### src/acs_pkg.sv
package acs_pkg;
    // Register word offsets on the Avalon bus (byte address = 4 * index).
    localparam logic [3:0] OFF_RESULT_HIGH   = 4'h0;
    localparam logic [3:0] OFF_RESULT_LOW    = 4'h1;
    localparam logic [3:0] OFF_CONV_CTRL_A   = 4'h2;
    localparam logic [3:0] OFF_CONV_CTRL_B   = 4'h3;
    localparam logic [3:0] OFF_BANDGAP_CTRL  = 4'h4;
    localparam logic [3:0] OFF_TEMP_CTRL     = 4'h5;
    localparam logic [3:0] OFF_REFT_HIGH     = 4'h6;
    localparam logic [3:0] OFF_REFT_LOW      = 4'h7;
    // Field positions in the first control register.
    localparam int BIT_START     = 7;
    localparam int BIT_BUSY      = 6;
    localparam int BIT_ENABLE    = 5;
    localparam int BIT_ALIGN     = 4;
    // Field positions in the second control register.
    localparam int POS_SOURCE    = 5;
    localparam int POS_REFSEL    = 3;
    localparam int POS_CLKDIV    = 0;
    // Field positions in the sensor and bandgap registers.
    localparam int BIT_BG_EN     = 0;
    localparam int BIT_TS_EN     = 0;
    localparam int BIT_FIXED_ONE = 1;
    // Reset values.
    localparam logic [7:0] RST_CTRL_A = 8'h00;
    localparam logic [7:0] RST_CTRL_B = 8'h00;
    localparam logic       RST_FIXED  = 1'b1;
    // Source codes.
    localparam logic [2:0] SRC_FORBIDDEN = 3'h7;
    localparam logic [2:0] SRC_TEMP      = 3'h2;
    // Timing in converter clocks.
    localparam logic [5:0] SAMPLE_CLKS      = 6'h04;
    localparam logic [5:0] SAMPLE_CLKS_TEMP = 6'h2E;
    localparam logic [5:0] CONVERT_CLKS     = 6'h0C;
    // Converter phase.
    typedef enum logic [1:0] {
        ACS_IDLE   = 2'b00,
        ACS_SAMPLE = 2'b01,
        ACS_CONV   = 2'b11
    } acs_phase_t;
endpackage : acs_pkg

### src/acs_clkdiv.sv
`timescale 1ns/1ps
// Produces a one-cycle tick every 2**div system clocks.
module acs_clkdiv
    import acs_pkg::*;
(
    // Clock and reset.
    input  wire logic       CLK,
    input  wire logic       RESET,
    // Control.
    input  wire logic       run,
    input  wire logic [2:0] div,
    // Tick output.
    output logic            tick
);
    typedef struct packed {
        logic [6:0] cnt;   // Prescaler count, zero while not running.
    } acs_div_state_t;

    acs_div_state_t state_reg;   // Registered state.
    acs_div_state_t state_next;  // Next state.
    logic [6:0]     limit;       // Terminal count for the ratio.

    // The terminal count is 2**div minus one, so code zero ticks every cycle.
    always_comb begin
        state_next = state_reg;
        limit      = 7'(({7'h00, 1'b1} << div) - 8'h01);
        tick       = run && (state_reg.cnt == limit);
        // Restart the count whenever a conversion is not running.
        if (!run || tick) begin
            state_next.cnt = 7'h00;
        end else begin
            state_next.cnt = state_reg.cnt + 7'h01;
        end
    end

    // State register.
    always_ff @(posedge CLK) begin
        if (RESET) begin
            state_reg <= '0;
        end else begin
            state_reg <= state_next;
        end
    end
endmodule // acs_clkdiv

### src/acs_top.sv
`timescale 1ns/1ps
module acs_top
    import acs_pkg::*;
#(
    parameter int RESULT_W = 12
)
(
    // Clock and reset.
    input  wire logic                CLK,
    input  wire logic                RESET,
    // Avalon-MM slave.
    input  wire logic [3:0]          AVS_ADDRESS,
    input  wire logic                AVS_READ,
    input  wire logic                AVS_WRITE,
    input  wire logic [31:0]         AVS_WRITEDATA,
    input  wire logic [3:0]          AVS_BYTEENABLE,
    output logic [31:0]              AVS_READDATA,
    output logic                     AVS_WAITREQUEST,
    // Analog core: sampled result and stored reference-temperature value.
    input  wire logic [RESULT_W-1:0] ANALOG_RESULT,
    input  wire logic [RESULT_W-1:0] REF_TEMP_VALUE,
    // Analog core control.
    output logic                     CONVERTER_POWER,
    output logic                     SAMPLE_HOLD,
    output logic                     CONV_CLOCK_TICK,
    output logic [8:0]               EXTERNAL_CHANNEL_ONEHOT,
    output logic [4:0]               INTERNAL_SOURCE_ONEHOT,
    output logic [1:0]               REFERENCE_SELECT,
    output logic                     BANDGAP_OUTPUT_ENABLE,
    output logic                     TEMP_SENSOR_ENABLE,
    output logic                     RESERVED_FIXED_ONE,
    // Request toward the interrupt controller.
    output logic                     CONV_DONE_IRQ
);
    typedef struct packed {
        logic [7:0]          ctrl_a;      // Start, busy, enable, align, channel.
        logic [7:0]          ctrl_b;      // Source, reference, divider.
        logic                bg_en;       // Bandgap enable.
        logic                ts_en;       // Sensor enable.
        logic                fixed_one;   // Reserved bit held at one.
        logic                armed;       // Start bit seen high.
        acs_phase_t          phase;       // Converter phase.
        logic [5:0]          clk_cnt;     // Converter clocks left in phase.
        logic [RESULT_W-1:0] result;      // Last conversion result.
        logic                irq;         // One-cycle completion pulse.
        logic                ack;         // Bus answer strobe.
        logic [31:0]         rdata;       // Registered read data.
    } acs_state_t;

    acs_state_t state_reg;    // Registered state.
    acs_state_t state_next;   // Next state.
    logic       tick;         // Converter clock tick.
    logic       req;          // Pending bus request.
    logic       wr_lane0;     // Write strobe with the data lane present.
    logic [7:0] wbyte;        // Written byte.
    logic [7:0] rbyte;        // Byte being read.
    logic [RESULT_W-1:0] r;   // Alias of the stored result.
    logic       run;          // Converter clock runs in a conversion.

    assign run = (state_reg.phase != ACS_IDLE);

    // Converter clock prescaler.
    acs_clkdiv u_clkdiv (
        .CLK   (CLK),
        .RESET (RESET),
        .run   (run),
        .div   (state_reg.ctrl_b[POS_CLKDIV +: 3]),
        .tick  (tick)
    );

    // Next-state logic: bus access, start detection and conversion timing.
    always_comb begin
        state_next     = state_reg;
        req            = (AVS_READ || AVS_WRITE) && !state_reg.ack;
        // Writes land in the accepting cycle, the one in which waitrequest is low.
        wr_lane0       = AVS_WRITE && state_reg.ack && AVS_BYTEENABLE[0];
        wbyte          = AVS_WRITEDATA[7:0];
        r              = state_reg.result;
        rbyte          = 8'h00;
        state_next.ack = req;
        state_next.irq = 1'b0;

        // Read multiplexer; unmapped words and unused bits read zero.
        unique case (AVS_ADDRESS)
            OFF_RESULT_HIGH: begin
                rbyte = state_reg.ctrl_a[BIT_ALIGN] ? {4'h0, r[11:8]} : r[11:4];
            end
            OFF_RESULT_LOW: begin
                rbyte = state_reg.ctrl_a[BIT_ALIGN] ? r[7:0] : {r[3:0], 4'h0};
            end
            OFF_CONV_CTRL_A:  rbyte = state_reg.ctrl_a;
            OFF_CONV_CTRL_B:  rbyte = state_reg.ctrl_b;
            OFF_BANDGAP_CTRL: rbyte = {7'h00, state_reg.bg_en};
            OFF_TEMP_CTRL:    rbyte = {6'h00, state_reg.fixed_one, state_reg.ts_en};
            OFF_REFT_HIGH:    rbyte = REF_TEMP_VALUE[11:4];
            OFF_REFT_LOW:     rbyte = {REF_TEMP_VALUE[3:0], 4'h0};
            default:          rbyte = 8'h00;
        endcase
        state_next.rdata = (AVS_READ && req) ? {24'h00_0000, rbyte} : state_reg.rdata;

        // Register writes; only the low byte lane carries data.
        if (wr_lane0) begin
            unique case (AVS_ADDRESS)
                OFF_CONV_CTRL_A: begin
                    state_next.ctrl_a = {wbyte[7], state_reg.ctrl_a[BIT_BUSY], wbyte[5:0]};
                end
                OFF_CONV_CTRL_B: begin
                    if (wbyte[POS_SOURCE +: 3] == SRC_FORBIDDEN) begin
                        state_next.ctrl_b = {state_reg.ctrl_b[7:5], wbyte[4:0]};
                    end else begin
                        state_next.ctrl_b = wbyte;
                    end
                end
                OFF_BANDGAP_CTRL: state_next.bg_en = wbyte[BIT_BG_EN];
                OFF_TEMP_CTRL: begin
                    state_next.ts_en = wbyte[BIT_TS_EN];
                    state_next.fixed_one = RST_FIXED;
                end
                default: begin
                    // Read-only and unmapped words ignore writes.
                end
            endcase
        end

        if (state_reg.ctrl_a[BIT_START]) begin
            state_next.armed = 1'b1;
        end
        if (state_reg.armed && !state_reg.ctrl_a[BIT_START]) begin
            state_next.armed = 1'b0;
            if (state_reg.phase == ACS_IDLE && state_reg.ctrl_a[BIT_ENABLE]) begin
                state_next.phase = ACS_SAMPLE;
                state_next.clk_cnt = (state_reg.ctrl_b[POS_SOURCE +: 3] == SRC_TEMP) ?
                                     SAMPLE_CLKS_TEMP : SAMPLE_CLKS;
                state_next.ctrl_a[BIT_BUSY] = 1'b1;
            end
        end

        // Conversion timing in converter clock ticks.
        if (tick) begin
            unique case (state_reg.phase)
                ACS_SAMPLE: begin
                    if (state_reg.clk_cnt == 6'h01) begin
                        state_next.phase   = ACS_CONV;
                        state_next.clk_cnt = CONVERT_CLKS;
                    end else begin
                        state_next.clk_cnt = state_reg.clk_cnt - 6'h01;
                    end
                end
                ACS_CONV: begin
                    if (state_reg.clk_cnt == 6'h01) begin
                        state_next.phase = ACS_IDLE;
                        state_next.ctrl_a[BIT_BUSY] = 1'b0;
                        state_next.result = ANALOG_RESULT;
                        state_next.irq = 1'b1;
                    end else begin
                        state_next.clk_cnt = state_reg.clk_cnt - 6'h01;
                    end
                end
                default: begin
                    // No ticks arrive while idle.
                end
            endcase
        end

        if (!state_next.ctrl_a[BIT_ENABLE]) begin
            state_next.phase = ACS_IDLE;
            state_next.ctrl_a[BIT_BUSY] = 1'b0;
            state_next.result = state_reg.result;
            state_next.irq = 1'b0;
        end
    end

    // State register.
    always_ff @(posedge CLK) begin
        if (RESET) begin
            state_reg           <= '0;
            state_reg.ctrl_a    <= RST_CTRL_A;
            state_reg.ctrl_b    <= RST_CTRL_B;
            state_reg.fixed_one <= RST_FIXED;
            state_reg.phase     <= ACS_IDLE;
        end else begin
            state_reg <= state_next;
        end
    end

    // Bus answer: one wait cycle, then ready with registered data.
    assign AVS_WAITREQUEST = (AVS_READ || AVS_WRITE) && !state_reg.ack;
    assign AVS_READDATA    = state_reg.rdata;

    // Analog control outputs.
    assign CONVERTER_POWER    = state_reg.ctrl_a[BIT_ENABLE];
    assign SAMPLE_HOLD        = (state_reg.phase == ACS_SAMPLE);
    assign CONV_CLOCK_TICK    = tick;
    assign REFERENCE_SELECT   = state_reg.ctrl_b[POS_REFSEL +: 2];
    assign BANDGAP_OUTPUT_ENABLE = state_reg.bg_en;
    assign TEMP_SENSOR_ENABLE = state_reg.ts_en;
    assign RESERVED_FIXED_ONE = state_reg.fixed_one;
    assign CONV_DONE_IRQ      = state_reg.irq;

    // Input routing decoded per channel and per internal source.
    for (genvar g = 0; g < 9; g++) begin : g_ext
        logic [2:0] s;
        assign s = state_reg.ctrl_b[POS_SOURCE +: 3];
        // external for codes 000 and 110
        assign EXTERNAL_CHANNEL_ONEHOT[g] = (g != 4) && (s == 3'h0 || s == 3'h6) &&
                                            (state_reg.ctrl_a[3:0] == 4'(g));
    end
    for (genvar g = 0; g < 5; g++) begin : g_int
        assign INTERNAL_SOURCE_ONEHOT[g] = (state_reg.ctrl_b[POS_SOURCE +: 3] == 3'(g + 1));
    end
endmodule // acs_top

### config.mk
export PLATFORM = sky130hd
export DESIGN_NAME = acs_top
export DESIGN_NICKNAME = d
export VERILOG_FILES = /design/src/acs_pkg.sv /design/src/acs_clkdiv.sv /design/src/acs_top.sv
export SDC_FILE = /design/constraint.sdc
export NUM_CORES = 1
export LEC_CHECK = 0
export ABC_AREA = 1
export BUFFER_PORTS_ARGS = -buffer_cell sky130_fd_sc_hd__buf_2
export CAP_MARGIN = 10
export CORE_MARGIN = 2
export CORE_UTILIZATION = 45
export DETAILED_ROUTE_END_ITERATION = 8
export PLACE_DENSITY = 0.78
export SLEW_MARGIN = 0
export SYNTH_ARGS = -nofsm -noshare
export SYNTH_HDL_FRONTEND = slang
export SYNTH_SLANG_ARGS = --single-unit
export TNS_END_PERCENT = 1
### constraint.sdc
create_clock -name CLK -period 2.64 [get_ports CLK]
set_input_delay 0.792 -clock CLK [delete_from_list [all_inputs] [get_ports CLK]]
set_output_delay 0.792 -clock CLK [all_outputs]
set_load 0.02 [all_outputs]
==> qor.txt <==
CP delay by family, top: simple AND/OR/NAND/NOR gates
Fillers: 805
minimum clock period: 2770 ps
Tot Pwr: 1580 uW
Clock transition at path regs: 100 ps
Clock Tree Root: clkbuf_8
sequential cell area fraction in the yosys report: 0.315
Compound-Gate Fraction of Synth Area: 0.119
drt total wl: 8960 um
setup_tns: -131 ps
worst hold path cell count: 2
CTS tree: yes
Inserted Diodes: 0
simple-gate share of the synthesized area: 0.363
Routed met3 length: 611 um
die width: 92.9 um
Syn Inst Count: 563
Worst-Skew Late Latency: 310 ps
Total Routing Usage GR: 0.211
Rows: 32
Leakage: 0.00196 uW
Sinks on Clock Net: 56
drt wl/cell: 12.2 um
I/O Pins: 124
setup violators final: 1
Buf+Inv Stages, Crit Path: 3
Worst Path Arrival: 1980 ps
CP max stage cell: dfxtp_2
failing checks: setup timing
Worst path max stage delay: 350 ps
Sequential Area: 1130 um^2
outcome: complete, but fails checks
cell area power density: 391 nW/um^2
fin nets: 703
register-to-register setup slack: 340 ps
layout cells sized above 1: 0.190
multiplexer share of the synthesized area: 0
global-route wire length before repair: 15,000 um
max FFs per register: 20
hold worst-path end: AVS_READDATA[4]$_SDFFE_PP0P_
Primary FF master, synth: dfxtp_1
Clock Tree Buf Depth: 2
Area Growth Syn to Fin: 13.7%
worst path cell trace: nor2_4 -> nand2_2 -> ha_4 -> nand2_1 -> inv_1 -> nor2_1 -> nand2_1 -> nor2_2 -> nand3_2 -> nor2_8 -> nand3_4 -> inv_2 -> buf_6
dpl hpwl: 7060 um
flops & latches, synth: 56
Routed met2 length: 4400 um
FF-to-FF Start: state_reg[59]$_SDFFE_PP0P_
drt drc: 0
clock skew: 8.00 ps
Synth Area in XOR/XNOR: 0.0148
vias in the first global route: 3,374
metal1 wirelength: 3860 um
Synth cell types: 31
HP Class: reg -> reg
Worst R2R End: r[9]$_SDFFE_PP0P_
vias: 3,616
1st-iter DRT viols: 201
Core Region: 7690 um^2
FFs w/ async S/R, synth: 0
largest net degree at the start of global routing: 25
vias per std cell: 4.93
FF-to-FF path depth: 15
area of the die: 8630 um^2
post-route ant nets: 0
Final Worst Setup Slack: -131 ps
f_max: 361 MHz
Syn Area/Cell: 6.32 um^2
Most common cell on crit path: nand2_1
uppermost routed layer: met4
Setup CP Type: reg -> out
Netlist Area Pre-Place: 3560 um^2
worst vdd ir: 0.282 mV
unrepaired setup endpoints after global routing: yes
CP Launch Type: flip-flop
initial antenna violation count: 0
EDFF count, synth: 0
footprint of the multi-input gates: 1940 um^2
Starting Density: 0.463
Slew Limit Fails: 0
max_cap viols: 0
Port Buffers: 70
Worst Hold Launch: AVS_READDATA[4]$_SDFFE_PP0P_
H-tree levels: 2
final-report hold violation count: 0
chip height: 92.9 um
gpl congestion: 0.887
Pre-antenna DRT Iters: 4
largest family of logic cells by synthesized area: simple AND/OR/NAND/NOR gates
CP Max Fanout: 3
Critical Path RT: 1850 ps
CP Capture Type: output pin
Congestion Overflow GR: 0
synthesis warning total: 0
CTS Buf Count: 5
fin crit share: 1.05
Synth Area in Adders: 0.0141
==> per-stage QoR <==
step | util | setup slack [ps] | hold slack, ps | instances | cell area, um^2
floorplan | - | 77.9 | 438 | 587 | 3650
global placement | 0.502 | 97.0 | 455 | 721 | 3860
detailed placement | 0.502 | 13.9 | 457 | 721 | 3860
CTS | 0.526 | -149 | 474 | 734 | 4040
global route | 0.526 | -268 | 499 | 734 | 4040
finish | 0.526 | -131 | 472 | 734 | 4040
==> placed cells by master, fill, tap and decap left out, drive strengths merged, types with 6 or more instances in the layout <==
cell / Yosys / routed
inv: 69 / 70
nand4: 8 / 8
a21oi: 41 / 41
nand2: 150 / 150
nor2: 85 / 85
dfxtp: 56 / 56
nand3: 47 / 47
o21ai: 34 / 34
conb: 2 / 26
buf: 42 / 85
clkbuf: 6 / 6
==> cells in the mapped netlist (3+ instances only) <==
library cell,instances,area [um^2]
nor2_1,78,293
xnor2_1,3,26.3
nand3_2,3,30.0
buf_4,37,278
nand3_1,44,220
nand2_1,148,556
inv_2,5,18.8
inv_1,63,236
nor2_2,4,25.0
buf_6,3,33.8
ha_1,4,50.1
clkbuf_1,6,22.5
o21ai_0,34,170
nor3_1,4,20.0
dfxtp_1,56,1120
xor2_1,3,26.3
a21oi_1,41,205
nand4_1,6,37.5
o211ai_1,4,30.0
==> routing by layer <==
metal,vias to the layer above,track usage
li1,1848,-
met1,1612,0.266
met2,146,0.378
met3,10,0.0366
met4,0,0.0417
met5,-,0
==> where the power goes <==
group,switching [uW],internal [uW]
Sequential,2.97,847
Combinational,107,47.6
Clock,289,287
==> cell families after synthesis <==
family / Yosys count
simple gates: 296
buf+inv: 118
compound gates: 81
fa+ha+maj: 4
other cells: 2
flops: 56
xor+xnor: 6
==> worst reg2reg max path, cell delays in order (launching register included) <==
cell	delay (ps)
dfxtp_2	350
nor2_4	120
nand2_2	80
ha_4	220
nand2_1	60
inv_1	40
nor2_1	100
nand2_1	80
nor2_2	100
nand3_2	130
nor2_8	120
buf_4	110
buf_4	140
nand4_4	280
nor2_1	220
nor2_1	60
==> area by class of cell <==
type,instances,area share
repair buffers,85,0.116
well taps,102,0.0316
clock inverters,2,0.00959
inverters,70,0.0659
clock buffers,6,0.0179
multi-input cells,413,0.481
flip-flops and latches,56,0.278
==> timing repair <==
item	4_1_cts	5_1_grt
setup endpoints to repair	1	1
hold buffers	0	0
setup buffers	5	0
resized for setup	10	0
pin swaps	4	2
==> how the worst max path moves through the flow <==
stage	end	from	cells past startpoint	slack, ps
after global placement	CONV_CLOCK_TICK	state_reg[58]$_SDFFE_PP0P_	13	100
after CTS	CONV_CLOCK_TICK	state_reg[59]$_SDFFE_PP0P_	13	-150
after floorplan	CONV_CLOCK_TICK	state_reg[59]$_SDFFE_PP0P_	13	80
final	CONV_CLOCK_TICK	state_reg[59]$_SDFFE_PP0P_	13	-130
after global routing	CONV_CLOCK_TICK	state_reg[59]$_SDFFE_PP0P_	13	-270
after detailed placement	CONV_CLOCK_TICK	state_reg[58]$_SDFFE_PP0P_	13	10
(Power assumes the default switching activity.)
